[config.mk]
export PLATFORM = sky130hd
export DESIGN_NAME = wdog_timed_config
export DESIGN_NICKNAME = d
export VERILOG_FILES = /design/src/design/wdog_pkg.sv /design/src/design/wdog_timed_config.sv
export SDC_FILE = /design/constraint.sdc
export NUM_CORES = 1
export LEC_CHECK = 0
export BUFFER_PORTS_ARGS = -buffer_cell sky130_fd_sc_hd__buf_2
export CAP_MARGIN = 20
export CORE_ASPECT_RATIO = 1.1
export CORE_UTILIZATION = 35
export DETAILED_ROUTE_END_ITERATION = 10
export GPL_TIMING_DRIVEN = 0
export PLACE_DENSITY = 0.63
export REMOVE_ABC_BUFFERS = 1
export SLEW_MARGIN = 20
export SYNTH_ARGS = -nofsm -noshare
export SYNTH_HDL_FRONTEND = slang
export SYNTH_SLANG_ARGS = --single-unit
[constraint.sdc]
create_clock -name hclk -period 3 [get_ports hclk]
set_input_delay 0.3 -clock hclk [delete_from_list [all_inputs] [get_ports hclk]]
set_output_delay 0.3 -clock hclk [all_outputs]
set_load 0.02 [all_outputs]
[src/design/wdog_pkg.sv]
// Constants, field layout and carrier types for the watchdog with timed configuration
// Notes on behaviour
// - Lower level: starts off, enable anytime
// - Lower level disable: unlock write, then write
// - Higher level: always running, enable reads one
// - Higher level: period changed by timed sequence
// - Higher level never disables the watchdog
// - Unlock bit self-clears after four cycles
// - Enable cleared only while unlock set
// - Period changes only while unlock set
// - Lower level: dog reset flag forces enable
// - Dog reset flag: set, POR/zero clear
// - Brown-out flag: set, POR/zero clear
// - Pin reset flag: set, POR/zero clear
// - Power-on flag cleared only by zero write
// - Cause register upper nibble reads zero
// - Irq flag set; vector or one clears
// - Irq needs global and local enables
// - Action table: none, interrupt or reset
// - Enable plus irq-enable: hardware clears irq-enable
// - Period code selects 2K..1024K oscillator cycles
// - Control register bit positions as listed
// - Counter runs from 128 kHz oscillator
// - Counter restarts on restart, disable, reset
// - Fuse selects safety level
package wdog_pkg;
    // ****************************************
    // Register map (index, byte address = 4 x index)
    // ****************************************
    localparam logic [7:0] CTL_IDX  = 8'h21;
    localparam logic [7:0] RC_IDX   = 8'h22;
    localparam logic [7:0] CTL_ADDR = 8'(CTL_IDX * 4);
    localparam logic [7:0] RC_ADDR  = 8'(RC_IDX * 4);
    // ****************************************
    // Field positions
    // ****************************************
    localparam int IRQF_BIT = 7;
    localparam int IE_BIT   = 6;
    localparam int P3_BIT   = 5;
    localparam int UNL_BIT  = 4;
    localparam int RUN_BIT  = 3;
    localparam int DOG_BIT  = 3;
    localparam int BO_BIT   = 2;
    localparam int PIN_BIT  = 1;
    localparam int POR_BIT  = 0;
    // ****************************************
    // Reset values and timing
    // ****************************************
    localparam logic [3:0]  PERIOD_RST   = 4'h0;
    localparam logic [3:0]  PERIOD_MAX   = 4'h9;
    localparam logic [2:0]  UNLOCK_CYC   = 3'h4;
    localparam logic [20:0] BASE_CYCLES  = 21'h0_0800;
    localparam int          OSC_HZ       = 128000;
    // Reset events reported by the reset controller, one-cycle pulses
    typedef struct packed {
        logic dog;
        logic brownout;
        logic pin;
    } reset_event_t;
endpackage

[src/design/wdog_timed_config.sv]
// Watchdog timer with fuse-selected safety level, timed unlock and reset-cause flags
//
// Chosen here: the AHB-Lite interface to the registers.
`timescale 1ns/10ps
`default_nettype none
module wdog_timed_config (
    input  wire logic                  hclk,             // System clock, 20 MHz
    input  wire logic                  hresetn,          // Power-on reset, async, low
    input  wire logic                  clk_en,           // Freezes all state when low
    input  wire logic                  hsel,             // AHB slave select
    input  wire logic [7:0]            haddr,            // AHB byte address, low bits
    input  wire logic [1:0]            htrans,           // AHB transfer type
    input  wire logic                  hwrite,           // AHB write
    input  wire logic [2:0]            hsize,            // AHB size, word only
    input  wire logic [31:0]           hwdata,           // AHB write data
    input  wire logic                  hready,           // AHB bus ready
    output logic                       hreadyout,        // AHB slave ready
    output logic                       hresp,            // AHB response, OKAY
    output logic [31:0]                hrdata,           // AHB read data
    input  wire logic                  safety_level_fuse,// Fuse, high = programmed
    input  wire logic                  wdog_osc,         // 128 kHz oscillator, async
    input  wire logic                  dog_restart,      // Restart instruction pulse
    input  wire logic                  global_irq_en,    // Status register I bit
    input  wire logic                  irq_vector_ack,   // Vector taken pulse
    input  wire logic                  chip_reset,       // Non-power-on chip reset pulse
    input  wire wdog_pkg::reset_event_t reset_event,     // Reset cause pulses
    output logic                       timeout_irq,      // Interrupt request, level
    output logic                       dog_reset_req,    // Reset request, one cycle
    output logic                       wdog_running      // Counter running
);
    // ****************************************
    // Bus slave
    // ****************************************
    logic        wr_q;
    logic [7:0]  addr_q;
    logic [31:0] hrdata_q;
    logic        acc;
    logic        wr_ctl;
    logic        wr_rc;
    logic [7:0]  wd;
    logic [7:0]  ctl_rd;
    logic [7:0]  rc_rd;

    // Zero wait states; a frozen block holds the bus off
    assign hreadyout = clk_en;
    assign hresp     = 1'b0;
    assign hrdata    = hrdata_q;
    assign acc       = hsel & hready & htrans[1];
    assign wd        = hwdata[7:0];
    assign wr_ctl    = wr_q && (addr_q == wdog_pkg::CTL_ADDR);
    assign wr_rc     = wr_q && (addr_q == wdog_pkg::RC_ADDR);

    // Address phase capture; writes land in the data phase
    always_ff @(posedge hclk or negedge hresetn) begin
        if (!hresetn) begin
            wr_q   <= 1'b0;
            addr_q <= 8'h00;
        end else if (clk_en) begin
            wr_q   <= acc & hwrite;
            addr_q <= haddr;
        end
    end

    // Read data sampled at the address phase; unmapped reads give zero
    always_ff @(posedge hclk or negedge hresetn) begin
        if (!hresetn) begin
            hrdata_q <= 32'h0000_0000;
        end else if (clk_en && acc && !hwrite) begin
            if (haddr == wdog_pkg::CTL_ADDR) begin
                hrdata_q <= {24'h00_0000, ctl_rd};
            end else if (haddr == wdog_pkg::RC_ADDR) begin
                hrdata_q <= {24'h00_0000, rc_rd};
            end else begin
                hrdata_q <= 32'h0000_0000;
            end
        end
    end

    // ****************************************
    // Synchronisers for fuse and oscillator
    // ****************************************
    logic fuse_s1_q;
    logic fuse_s2_q;
    logic osc_s1_q;
    logic osc_s2_q;
    logic osc_s3_q;
    logic lvl2;
    logic tick;

    // Both arrive from outside the clock domain
    always_ff @(posedge hclk or negedge hresetn) begin
        if (!hresetn) begin
            fuse_s1_q <= 1'b0;
            fuse_s2_q <= 1'b0;
            osc_s1_q  <= 1'b0;
            osc_s2_q  <= 1'b0;
            osc_s3_q  <= 1'b0;
        end else if (clk_en) begin
            fuse_s1_q <= safety_level_fuse;
            fuse_s2_q <= fuse_s1_q;
            osc_s1_q  <= wdog_osc;
            osc_s2_q  <= osc_s1_q;
            osc_s3_q  <= osc_s2_q;
        end
    end

    assign lvl2 = fuse_s2_q;
    assign tick = osc_s2_q & ~osc_s3_q;

    // ****************************************
    // Control register state
    // ****************************************
    logic       wde_q;
    logic       ie_q;
    logic       irqf_q;
    logic       unlock_q;
    logic [2:0] ucnt_q;
    logic [3:0] period_q;
    logic [2:0] rc_q;
    logic       por_q;
    logic       wde_eff;
    logic       running;
    logic       timeout;
    logic       open_now;

    // Higher level pins enable high; the lower level lets the dog flag hold it
    assign wde_eff  = lvl2 | wde_q | rc_q[wdog_pkg::DOG_BIT-1];
    assign running  = wde_eff | ie_q;
    assign open_now = wr_ctl && wd[wdog_pkg::UNL_BIT] && wd[wdog_pkg::RUN_BIT];
    assign ctl_rd   = {irqf_q, ie_q, period_q[3], unlock_q, wde_eff, period_q[2:0]};
    assign rc_rd    = {4'h0, rc_q, por_q};

    // Enable: set freely, cleared only inside the unlock window
    always_ff @(posedge hclk or negedge hresetn) begin
        if (!hresetn) begin
            wde_q <= 1'b0;
        end else if (clk_en) begin
            if (chip_reset) begin
                wde_q <= 1'b0;
            end else if (wr_ctl) begin
                if (wd[wdog_pkg::RUN_BIT]) begin
                    wde_q <= 1'b1;
                end else if (unlock_q) begin
                    wde_q <= 1'b0;
                end
            end
        end
    end

    // Unlock window: four cycles from the opening write, then closes itself
    always_ff @(posedge hclk or negedge hresetn) begin
        if (!hresetn) begin
            unlock_q <= 1'b0;
            ucnt_q   <= 3'h0;
        end else if (clk_en) begin
            if (chip_reset) begin
                unlock_q <= 1'b0;
                ucnt_q   <= 3'h0;
            end else if (open_now) begin
                unlock_q <= 1'b1;
                ucnt_q   <= wdog_pkg::UNLOCK_CYC;
            end else if (unlock_q) begin
                ucnt_q <= ucnt_q - 3'h1;
                if (ucnt_q == 3'h1) begin
                    unlock_q <= 1'b0;
                end
            end
        end
    end

    // Period only moves inside the window; reserved codes act as the longest
    always_ff @(posedge hclk or negedge hresetn) begin
        if (!hresetn) begin
            period_q <= wdog_pkg::PERIOD_RST;
        end else if (clk_en) begin
            if (chip_reset) begin
                period_q <= wdog_pkg::PERIOD_RST;
            end else if (wr_ctl && unlock_q) begin
                period_q <= {wd[wdog_pkg::P3_BIT], wd[2:0]};
            end
        end
    end

    // Interrupt enable: software write wins over the automatic clear
    always_ff @(posedge hclk or negedge hresetn) begin
        if (!hresetn) begin
            ie_q <= 1'b0;
        end else if (clk_en) begin
            if (chip_reset) begin
                ie_q <= 1'b0;
            end else if (wr_ctl) begin
                ie_q <= wd[wdog_pkg::IE_BIT];
            end else if (timeout && wde_eff && ie_q) begin
                ie_q <= 1'b0;
            end
        end
    end

    // Interrupt flag: a timeout in the clearing cycle is kept
    always_ff @(posedge hclk or negedge hresetn) begin
        if (!hresetn) begin
            irqf_q <= 1'b0;
        end else if (clk_en) begin
            if (timeout && ie_q) begin
                irqf_q <= 1'b1;
            end else if (irq_vector_ack || (wr_ctl && wd[wdog_pkg::IRQF_BIT])) begin
                irqf_q <= 1'b0;
            end
        end
    end

    // ****************************************
    // Reset-cause flags
    // ****************************************
    logic [2:0] rc_set;

    assign rc_set = {reset_event.dog | dog_reset_req, reset_event.brownout, reset_event.pin};

    // Zero written clears a flag, a new event in that cycle wins
    always_ff @(posedge hclk or negedge hresetn) begin
        if (!hresetn) begin
            rc_q  <= 3'h0;
            por_q <= 1'b1;
        end else if (clk_en) begin
            if (wr_rc) begin
                rc_q  <= (rc_q & wd[wdog_pkg::DOG_BIT:wdog_pkg::PIN_BIT]) | rc_set;
                por_q <= por_q & wd[wdog_pkg::POR_BIT];
            end else begin
                rc_q <= rc_q | rc_set;
            end
        end
    end

    // ****************************************
    // Timeout counter on oscillator ticks
    // ****************************************
    logic [20:0] cnt_q;
    logic [3:0]  code;
    logic [20:0] limit;

    assign code    = (period_q > wdog_pkg::PERIOD_MAX) ? wdog_pkg::PERIOD_MAX : period_q;
    assign limit   = (wdog_pkg::BASE_CYCLES << code) - 21'h0_0001;
    // Compare with >= so a period shortened mid-count still ends promptly,
    // instead of running on until the counter wraps
    assign timeout = running && tick && (cnt_q >= limit);

    // Restart on instruction, when stopped, and on any chip reset
    always_ff @(posedge hclk or negedge hresetn) begin
        if (!hresetn) begin
            cnt_q <= 21'h0_0000;
        end else if (clk_en) begin
            if (chip_reset || dog_restart || !running || timeout) begin
                cnt_q <= 21'h0_0000;
            end else if (tick) begin
                cnt_q <= cnt_q + 21'h0_0001;
            end
        end
    end

    // ****************************************
    // Outputs
    // ****************************************
    // Reset only when interrupt mode is off; irq gated by both enables
    always_ff @(posedge hclk or negedge hresetn) begin
        if (!hresetn) begin
            dog_reset_req <= 1'b0;
            timeout_irq   <= 1'b0;
            wdog_running  <= 1'b0;
        end else if (clk_en) begin
            dog_reset_req <= timeout && wde_eff && !ie_q;
            timeout_irq   <= irqf_q && ie_q && global_irq_en;
            wdog_running  <= running;
        end
    end
endmodule
`default_nettype wire

Word level (Yosys, flattened, before mapping)
Cells that the tools add are included.
{"block": "classes", "add_sub_neg": 3, "order_cmp": 2, "eq_ne": 5, "n_shift": 1, "mux": 24, "bitwise_logic": 13, "n_reduce_logical": 37}
{"op": "$mux W21", "count": 2}
{"op": "$eq A8 B8 Y1 const B", "count": 4}
{"op": "$mux W32", "count": 1}
{"op": "$add A21 B1 Y21 const B", "count": 1}
{"op": "$ge A21 B21 Y1", "count": 1}
{"op": "$shl A12 B4 Y21 const A", "count": 1}
{"op": "$sub A21 B1 Y21 const B", "count": 1}
{"op": "$logic_and A1 B1 Y1", "count": 16}
{"op": "$mux W4", "count": 4}
{"op": "$mux W1", "count": 13}
{"op": "$mux W3", "count": 4}
{"op": "$reduce_and A2 Y1", "count": 6}
{"op": "$reduce_bool A3 Y1", "count": 3}
{"op": "$reduce_bool A2 Y1", "count": 4}
{"op": "$or A3 B3 Y3", "count": 2}
{"op": "$and A1 B1 Y1", "count": 5}
{"op": "$gt A4 B4 Y1 const B", "count": 1}
{"op": "$logic_or A1 B1 Y1", "count": 4}
{"op": "$or A1 B1 Y1", "count": 4}
{"op": "$and A3 B3 Y3", "count": 1}
{"op": "$eq A3 B1 Y1 const B", "count": 1}
{"op": "$logic_not A1 Y1", "count": 3}
{"op": "$reduce_and A3 Y1", "count": 1}
{"op": "$sub A3 B1 Y3 const B", "count": 1}
{"op": "$not A1 Y1", "count": 1}
{"block": "totals", "ff_bits": 85, "in_bits": 60, "output_inout_bits": 37, "word_cells": 105}

Longest topological paths before layout
Gate-level depths: netlist (run 1).
{"block": "depth", "ltp_word": 11, "depth_mapped": 15, "mapped_depth_nobuf": 13}

Worst setup path after synthesis (run 1)
Ideal clock, no wire load.
{"block": "synth_path", "path_kind": "reg-to-reg", "startpoint": "reg period_q[3]", "endpoint": "reg cnt_q[14]", "setup_time_ps": 72, "arrival_time_ps": 2948, "slack_ps": -20, "path_stages_with_launch": 15, "path_buffers": 2, "period_less_slack_ps": 3020, "path_cell_list": "dfrtp_1 -> clkbuf_1 -> or4_1 -> ha_1 -> nor3_1 -> a21o_1 -> a22oi_1 -> ha_1 -> a211oi_1 -> nor2_1 -> o31ai_1 -> o211a_1 -> nor2_2 -> buf_2 -> nor2_1"}
{"block": "synth_via", "elab_chain_cells": 9}
{"item": "start: declaration", "line": "wdog_timed_config.sv:118", "rtl": "logic [3:0] period_q;"}
{"item": "start signal: assignment", "line": "wdog_timed_config.sv:174", "rtl": "period_q <= wdog_pkg::PERIOD_RST;"}
{"item": "start signal: assignment", "line": "wdog_timed_config.sv:177", "rtl": "period_q <= wdog_pkg::PERIOD_RST;"}
{"item": "start signal: assignment", "line": "wdog_timed_config.sv:179", "rtl": "period_q <= {wd[wdog_pkg::P3_BIT], wd[2:0]};"}
{"item": "$gt A4 B4 Y1", "line": "wdog_timed_config.sv:241", "rtl": "assign code = (period_q > wdog_pkg::PERIOD_MAX) ? wdog_pkg::PERIOD_MAX : period_q;"}
{"item": "$mux W4 *", "line": "wdog_timed_config.sv:241"}
{"item": "$shl A12 B4 Y21 *", "line": "wdog_timed_config.sv:242", "rtl": "assign limit = (wdog_pkg::BASE_CYCLES << code) - 21'h0_0001;"}
{"item": "$sub A21 B1 Y21 *", "line": "wdog_timed_config.sv:242"}
{"item": "$ge A21 B21 Y1 *", "line": "wdog_timed_config.sv:245", "rtl": "assign timeout = running && tick && (cnt_q >= limit);"}
{"item": "$logic_and A1 B1 Y1 *", "line": "wdog_timed_config.sv:245"}
{"item": "$logic_or A1 B1 Y1 *", "line": "wdog_timed_config.sv:252", "rtl": "if (chip_reset || dog_restart || !running || timeout) begin"}
{"item": "$reduce_bool A2 Y1 (no line)"}
{"item": "$reduce_and A2 Y1 (no line)"}
{"item": "end signal: assignment", "line": "wdog_timed_config.sv:255", "rtl": "cnt_q <= cnt_q + 21'h0_0001;"}
{"item": "end: declaration", "line": "wdog_timed_config.sv:237", "rtl": "logic [20:0] cnt_q;"}
Every way passes the cells marked *; elsewhere a longest branch is shown, timed or not.
A chain may end at the register's enable or synchronous reset.

Final worst setup path (run 1)
{"block": "layout_path", "startpoint": "reg period_q[0]", "endpoint": "reg cnt_q[15]"}
The elaborated chain is that of the path after synthesis.

==> flow_summary.ini, run 1 <==
[sta]
finalMaxSlewViolations = 0
setup_violations = 0
clock_skew_ps = 11.3
rsz0062_at_grt = true
period_minus_slack_ps = 2980
timing.final.crit_share_pct = 99.5
hold_viol = 0
tightest_slew_ps = 1080
final.setup.tns_ps = 0
slew_headroom_pct = 27.5
fin_ws_ps = 16.0
fmax_mhz = 335

[min_path]
hp-class = primary input to async pin

[cts]
clock-sinks = 61
cts_buffer_depth = 2
clk_pin_slew_ps = 80
htreeDepth = 3
clockRootBuffer = clkbuf_8
insertion_delay_ps = 360
cts_buffers = 9
cts_tree = yes

[floorplanning]
initial_core_util_pct = 36.2
die-area_sq_um = 10200
die-height_microns = 106
core_area_sq_um = 9440
dieWidth_microns = 96.3
io_pins = 97
num_rows = 37

[drt]
viasPerCell = 5.23
drc_errors = 0
postRouteAntennaNets = 0
drt_iter0_markers = 210
drt_pass1_iterations = 4
wl_per_cell_microns = 15.1
wirelength_mm = 7.56
num_vias = 2624

[place]
numPlacedInstances = 480
place_hpwl_mm = 5.16
dp_slack_ps = -434
io_buffers = 43
gp_congestion = 0.850

[synthesis]
async_reset_ff_share_pct = 100
synth-edff-count = 0
synth.distinct_cells = 57
synth_compound_area_share_pct = 14.0
syn-cell-area_sq_um = 3420
synth_cells = 337
ys_ff_latch = 61
synth_top_family_by_area = simple AND/OR/NAND/NOR gates
synthAdderAreaFrac_pct = 5.12
synth-xor-area-share_pct = 4.10
syn_avg_cell_area_sq_um = 10.2
synth_mux_area_share_pct = 4.28
synthFlopType = dfrtp_1
yosysSeqAreaShare_pct = 44.7
yosysWarnings = 0
synth-simple-area-share_pct = 18.1

[global_route]
grt_start_max_net_pins = 62
grt_pass1_wl_mm = 12.6
antenna_found_initial = 0
grt_use_total_pct = 16.2
grt-ovfl-total = 0
first_global_vias = 2661

[status]
outcome = complete, no violations

[critical_path]
crit_start = period_q[0]
start_kind = register
crit_path_max_fanout = 4
r2r_start = period_q[0]
ff2ff_path_depth = 11
cp.required_ps = 3240
crit_slowest_cell = or4_4
cp.arrival_ps = 3220
timing.rr.end = cnt_q[15]
end_kind = register
path_class = register to register
path_cells = or4_4 > ha_4 > nor3_2 > a21o_1 > a22oi_2 > ha_4 > nand4_1 > nand2b_4 > o211ai_1 > nor3_2 > a211o_1
max_stage_delay_ps = 560
rrSetupSlack_ps = 20
endpoint = cnt_q[15]

[finish]
diodes = 0
syn_to_final_growth_pct = 16.5
multi_input_area_sq_um = 1770
stdcell_count = 502
utilization_pct = 42.2
nNetsFinal = 454
nFillCells = 933
drive_gt1_share_pct = 29.6
regArea_sq_um = 1530

[pwr]
power_per_cell_area_nw_per_um2 = 525
ir_drop_mv = 0.312
p_total_mw = 2.09
power_leakage_nw = 1.82

[flow_run]
cap_violations = 0
## Yosys cell counts, types with 8 or more instances
library cell	count	area (sq um)
clkbuf_1	8	30.0
a21oi_1	8	40.0
nor3_1	10	50.1
dfrtp_1	60	1500
nor2_1	28	105
nand3_1	14	70.1
o21ai_0	13	65.1
buf_4	27	203
xnor2_1	8	70.1
xor2_1	8	70.1
inv_1	15	56.3
ha_1	14	175
nand2_1	19	71.3
mux2_2	13	146
## area by class of cell
class,instances,share of cell area (%)
clock inverter,7,1.88
multi-input combinational,243,44.4
sequential,61,38.4
clock buffer,9,3.11
timing repair buffer,49,6.91
inverter,16,1.57
tap,117,3.67
## sequential cells by signal, indices dropped and copies added, names as in the netlist
signal / cells
wde_q: 1
cnt_q: 21
fuse_s2_q: 1
fuse_s1_q: 1
ie_q: 1
por_q: 1
ucnt_q: 3
osc_s2_q: 1
dog_reset_req: 1
hrdata: 8
osc_s1_q: 1
osc_s3_q: 1
timeout_irq: 1
unlock_q: 1
addr_q: 8
rc_q: 3
period_q: 4
wr_q: 1
wdog_running: 1
irqf_q: 1
## cells by family (layout without fill, tap and decap cells)
| logic type | count (synthesis) | count (layout) |
|---|---|---|
| simple gates | 109 | 109 |
| buf+inv | 57 | 81 |
| xor+xnor | 16 | 16 |
| flops | 61 | 61 |
| mux | 13 | 13 |
| other cells | 2 | 26 |
| fa+ha+maj | 14 | 14 |
| compound gates | 65 | 65 |
## timing repair
action | in CTS | in global routing
hold buffers | 0 | 0
setup buffers | 5 | 2
gates resized for setup | 10 | 18
pin swaps | 3 | 13
setup endpoints to repair | 24 | 23
## cell usage in the layout (no fill, tap or decap), drive strengths merged, types with 2 or more instances in the layout
cell / Yosys / routed
dfrtp: 60 / 60
buf: 33 / 49
nor2: 29 / 29
conb: 2 / 26
nand2: 19 / 19
inv: 16 / 17
nand3: 14 / 14
ha: 14 / 14
mux2: 13 / 13
o21ai: 13 / 13
nor3: 10 / 10
clkbuf: 8 / 9
xnor2: 8 / 8
xor2: 8 / 8
a21oi: 8 / 8
nand4: 7 / 7
a21o: 6 / 6
o2bb2ai: 6 / 6
a22oi: 5 / 5
and3: 5 / 5
clkinv: 0 / 5
or3: 4 / 4
a22o: 4 / 4
o22ai: 4 / 4
a222oi: 4 / 4
nor4: 4 / 4
nand2b: 3 / 3
and2: 2 / 2
a211o: 2 / 2
a211oi: 2 / 2
o31ai: 2 / 2
nor3b: 2 / 2
## critical path: cells and delay by family, from the launching register on
| kind | cells | cell delay, ps |
|---|---|---|
| AND/OR/NAND/NOR | 5 | 1130 |
| flip-flops | 1 | 410 |
| AO/OA/AOI/OAI | 4 | 870 |
| adder cells (fa/ha/maj) | 2 | 470 |
## routing by layer
| layer | vias up | part of all wire [%] | track usage (%) |
|---|---|---|---|
| met1 | 1294 | 43 | 20.9 |
| met2 | 72 | 50 | 25.2 |
| met3 | 12 | 4.3 | 4.40 |
| li1 | 1246 | - | - |
| met4 | 0 | 2.4 | 7.04 |
| met5 | - | 0 | 0 |
## through the flow
step	hold WS (ps)	cell area, sq um
floorplan	4.41	3250
global placement	448	3610
detailed placement	434	3610
CTS	51.7	3900
global route	81.9	3990
finish	22.7	3990
## worst min-delay path by stage
stage | endpoint | slack [ps] | depth (start not counted)
floorplan | addr_q[0] | 4 | 0
global placement | por_q | 450 | 1
detailed placement | cnt_q[4] | 430 | 1
CTS | fuse_s1_q | 50 | 1
global route | cnt_q[4] | 80 | 1
finish | cnt_q[5] | 20 | 1
## report_power, final
| group | total, mW | internal [mW] | switching [mW] |
|---|---|---|---|
| combinational | 0.426 | 0.186 | 0.240 |
| sequential | 0.920 | 0.873 | 0.0467 |
| clock | 0.747 | 0.387 | 0.360 |
| total | 2.09 | 1.45 | 0.647 |
Power figures use the tool's default switching activity.
==> inputs of run 2 (changes only) <==
==> constraint.sdc (replaced) <==
create_clock -name hclk -period 2.7 [get_ports hclk]
set_input_delay 0.27 -clock hclk [delete_from_list [all_inputs] [get_ports hclk]]
set_output_delay 0.27 -clock hclk [all_outputs]
set_load 0.02 [all_outputs]
==> flow_summary.ini, run 2 (synthesis results as in run 1) <==
[status]
violations = hold timing, setup timing
outcome = finished with violations

[drt]
postRouteAntennaNets = 0
wl_per_cell_microns = 14.9
drc_errors = 0
num_vias = 2601
drt_pass1_iterations = 4
drt_iter0_markers = 189
viasPerCell = 5.17
wirelength_mm = 7.47

[flow_run]
cap_violations = 0

[critical_path]
start_kind = register
rrSetupSlack_ps = -290
path_class = register to register
max_stage_delay_ps = 560
r2r_start = period_q[0]
path_cells = or4_4 > ha_4 > nor3_2 > a21o_1 > a22oi_2 > ha_4 > nand4_1 > nand2b_4 > o211a_4 > and3_1 > a211o_1
critPathTopFamily = simple AND/OR/NAND/NOR gates
crit_slowest_cell = or4_4
endpoint = cnt_q[15]
end_kind = register
timing.rr.end = cnt_q[15]
crit_buf_inv = 0
cp.required_ps = 2930
crit_path_max_fanout = 5
crit_cells = 11
crit_top_cell = ha_4
crit_start = period_q[0]
ff2ff_path_depth = 11
cp.arrival_ps = 3220

[finish]
diodes = 0
layout_commonest_cell = dfrtp_1
finalInstanceArea_sq_um = 4010
syn_to_final_growth_pct = 17.2
top_register = cnt_q
largest_register_ffs = 21
nNetsFinal = 455
drive_gt1_share_pct = 30.6
final_cell_mix = dfrtp_1 (57), buf_2 (42), conb_1 (26)

[pwr]
ir_drop_mv = 0.346
power_leakage_nw = 1.82
p_total_mw = 2.33
power_per_cell_area_nw_per_um2 = 580

[place]
place_hpwl_mm = 5.16
gp_congestion = 0.850
dp_slack_ps = -734
placed_area_sq_um = 3610
io_buffers = 43

[cts]
clockRootBuffer = clkbuf_8
cts_buffer_depth = 2
cts_buffers = 9
cts_tree = yes
htreeDepth = 3
clk_pin_slew_ps = 80
clock-sinks = 61
insertion_delay_ps = 350

[floorplanning]
io_pins = 97
initial_core_util_pct = 36.2
die-height_microns = 106
num_rows = 37
dieWidth_microns = 96.3
die-area_sq_um = 10200
core_area_sq_um = 9440

[global_route]
first_global_vias = 2679
grt-ovfl-total = 0
antenna_found_initial = 0
grt_start_max_net_pins = 62
grt_pass1_wl_mm = 12.7
grt_use_total_pct = 16.5

[sta]
period_minus_slack_ps = 2990
fin_ws_ps = -287
finalMaxSlewViolations = 0
final.setup.tns_ps = -5800
holdWs_ps = -5.83
hold_viol = 8
clock_skew_ps = 11.3
slew_headroom_pct = 28.3
rsz0062_at_grt = true
timing.final.crit_share_pct = 111
setup_violations = 24
tightest_slew_ps = 1060
fmax_mhz = 335

[min_path]
hp-class = primary input to async pin
run 2: cell types whose count changed in the layout (fill, tap and decap cells not counted):
cell / change
nor2_4: +2
nor2_2: +3
and3_1: +1
and3_4: -1
nor3_1: +1
nor3_2: -1
nor2_1: -5
buf_6: +1
run 2: how the worst min path moves through the flow:
stage	end	depth (start not counted)	start	slack, ps
floorplan	addr_q[0]	0	hresetn	-30
global placement	por_q	1	por_q	450
detailed placement	cnt_q[4]	1	hresetn	400
CTS	fuse_s1_q	1	hresetn	20
global route	cnt_q[4]	1	hresetn	50
finish	cnt_q[5]	1	hresetn	-6
run 2: layout make-up:
| cell class | count | area [sq um] |
|---|---|---|
| clock inverter | 7 | 75.1 |
| sequential | 61 | 1530 |
| multi-input combinational | 243 | 1780 |
| inverter | 16 | 62.6 |
| tap | 117 | 146 |
| timing repair buffer | 50 | 287 |
| fill | 930 | 5440 |
| clock buffer | 9 | 124 |
run 2: report_power, final:
group	switching [mW]	total, mW	internal (mW)
logic	0.271	0.480	0.210
registers	0.0514	1.02	0.970
clock network	0.393	0.823	0.430
total	0.715	2.33	1.61
run 2: metrics by stage:
stage	util (%)	cells
final	42.4	503
after global routing	42.4	503
after CTS	42.2	503
after detailed placement	38.2	480
after global placement	38.2	480
after floorplan	-	320
run 2: what timing repair did:
item,CTS,global route
endpoints found under the setup margin,24,24
pin swaps,15,1
gates resized for setup,25,9
hold buffers,0,0
setup buffers,8,0
run 2: metal layers:
metal	GRT usage (%)	vias to the layer above	wire length, microns
met5	0	-	0
met1	21.3	1271	3280
met2	25.2	68	3640
met3	4.40	15	330
li1	-	1247	-
met4	7.68	0	222
==> inputs of run 3 (changes only) <==
--- a/config.mk
+++ b/config.mk
@@ -6,9 +6,9 @@
 export NUM_CORES = 1
 export LEC_CHECK = 0
 export BUFFER_PORTS_ARGS = -buffer_cell sky130_fd_sc_hd__buf_2
-export CAP_MARGIN = 20
 export CORE_ASPECT_RATIO = 1.1
 export CORE_UTILIZATION = 35
+export CTS_BUF_LIST = sky130_fd_sc_hd__clkbuf_16
 export DETAILED_ROUTE_END_ITERATION = 10
 export GPL_TIMING_DRIVEN = 0
 export PLACE_DENSITY = 0.63
==> flow_summary.ini, run 3 (synthesis results as in run 1) <==
[flow_run]
cap_violations = 0

[floorplanning]
initial_core_util_pct = 36.2
core_area_sq_um = 9440
die-area_sq_um = 10200
num_rows = 37
dieWidth_microns = 96.3
die-height_microns = 106
io_pins = 97

[critical_path]
crit_path_max_fanout = 4
cp.arrival_ps = 3250
start_kind = register
path_class = register to register
cp.required_ps = 2960
end_kind = register
ff2ff_path_depth = 12

[cts]
clockRootBuffer = clkbuf_16
cts_buffers = 9
clock-sinks = 61
htreeDepth = 3
cts_tree = yes
ctsHoldBuffers = 0
clk_pin_slew_ps = 60
cts_buffer_depth = 2
insertion_delay_ps = 330

[global_route]
grt_use_total_pct = 16.9
first_global_vias = 2719
grt_start_max_net_pins = 62
antenna_found_initial = 0
grt-ovfl-total = 0
grt_pass1_wl_mm = 13.0

[sta]
hold_viol = 0
setup_violations = 24
period_minus_slack_ps = 2990
tightest_slew_ps = 1070
slew_headroom_pct = 28.1
fin_ws_ps = -286
fmax_mhz = 335
rsz0062_at_grt = true
timing.final.crit_share_pct = 111
finalMaxSlewViolations = 0
clock_skew_ps = 7.80

[drt]
routed-wl-met3_microns = 351
met1_length_mm = 3.32
drt_iter0_markers = 240
viasPerCell = 5.29
drt_pass1_iterations = 4
drc_errors = 0
wl_per_cell_microns = 15.4
postRouteAntennaNets = 0
wirelength_mm = 7.76
num_vias = 2668
route.met2.wl_mm = 3.90
top_layer_used = met4

[finish]
layout_commonest_cell = dfrtp_1
stdcell_count = 504
utilization_pct = 44.3
syn_to_final_growth_pct = 22.2
largest_register_ffs = 21
final_cell_mix = dfrtp_1 (57), buf_2 (42), conb_1 (26)
diodes = 0
nNetsFinal = 456
top_register = cnt_q
drive_gt1_share_pct = 31.8

[status]
outcome = finished with violations
violations = setup timing

[pwr]
power_frac_seq_pct = 38.5
power_leakage_nw = 1.88
power.share.switching_pct = 28.3
p_total_mw = 2.66
combPwrFrac_pct = 18.7
p_switching_mw = 0.754
internal_power_mw = 1.91
ir_drop_mv = 0.377
power.share.clock_pct = 42.9
power_per_cell_area_nw_per_um2 = 637

[min_path]
hp-class = primary input to async pin

[place]
dp_slack_ps = -734
place_hpwl_mm = 5.16
numPlacedInstances = 480
gp_congestion = 0.850
io_buffers = 43
==> run 3: worst max-delay path, stage by stage (launching register included) <==
cell and delay, ps:
dfrtp_2 400, or4_4 550, ha_4 200, nor3_4 120, a21o_1 120, a22oi_2 90
ha_4 170, a211oi_2 210, nor2_1 80, o31ai_2 350, o211ai_1 260, nor3_1 260
a21o_1 110
==> run 3: through the flow <==
stage          hold slack, ps  setup TNS, ps  instance area [sq um]
5_1_grt                  84.6          -7710                   4180
3_5_place_dp              404         -15490                   3610
6_report                 4.21          -5050                   4180
4_1_cts                  54.6          -4160                   4130
3_3_place_gp              448         -13600                   3610
2_1_floorplan           -25.6          -4300                   3250
==> run 3: cell type report <==
type                       count  area [sq um]
clock buffer                   9           225
clock inverter                 7          75.1
fill                         904          5270
inverter                      16          62.6
multi-input combinational    243          1830
sequential                    61          1530
tap                          117           146
timing repair buffer          51           312
==> run 3: per-layer routing <==
metal / track usage [%] / vias up
li1: - / 1253
met3: 3.54 / 10
met4: 9.28 / 0
met1: 21.6 / 1336
met5: 0 / -
met2: 26.1 / 69
==> run 3: worst paths after layout <==
kind / from / to / slack [ps]
min: hresetn / cnt_q[4] / 4
max: period_q[0] / cnt_q[0] / -290
min reg2reg: por_q / por_q / 460
min in group hclk: reset_event[1] / rc_q[1] / 120
max in group asynchronous: hresetn / period_q[3] / 2130
max reg2reg: period_q[0] / cnt_q[0] / -290
==> run 3: power by group through the flow <==
stage                     clock [mW]  sequential [mW]  combinational [mW]
final                           1.14             1.02               0.497
after global routing            1.21             1.03               0.546
after CTS                       1.17             1.02               0.483
after detailed placement           0             1.05               0.370
after global placement             0             1.05               0.346
after floorplan                    0             1.03               0.249
==> run 3: repair_timing <==
item                                    4_1_cts  5_1_grt
pin swaps                                    15       12
resized for setup                            30       15
buffers inserted                              8        0
cloned                                        1        0
endpoints found under the setup margin       24       24
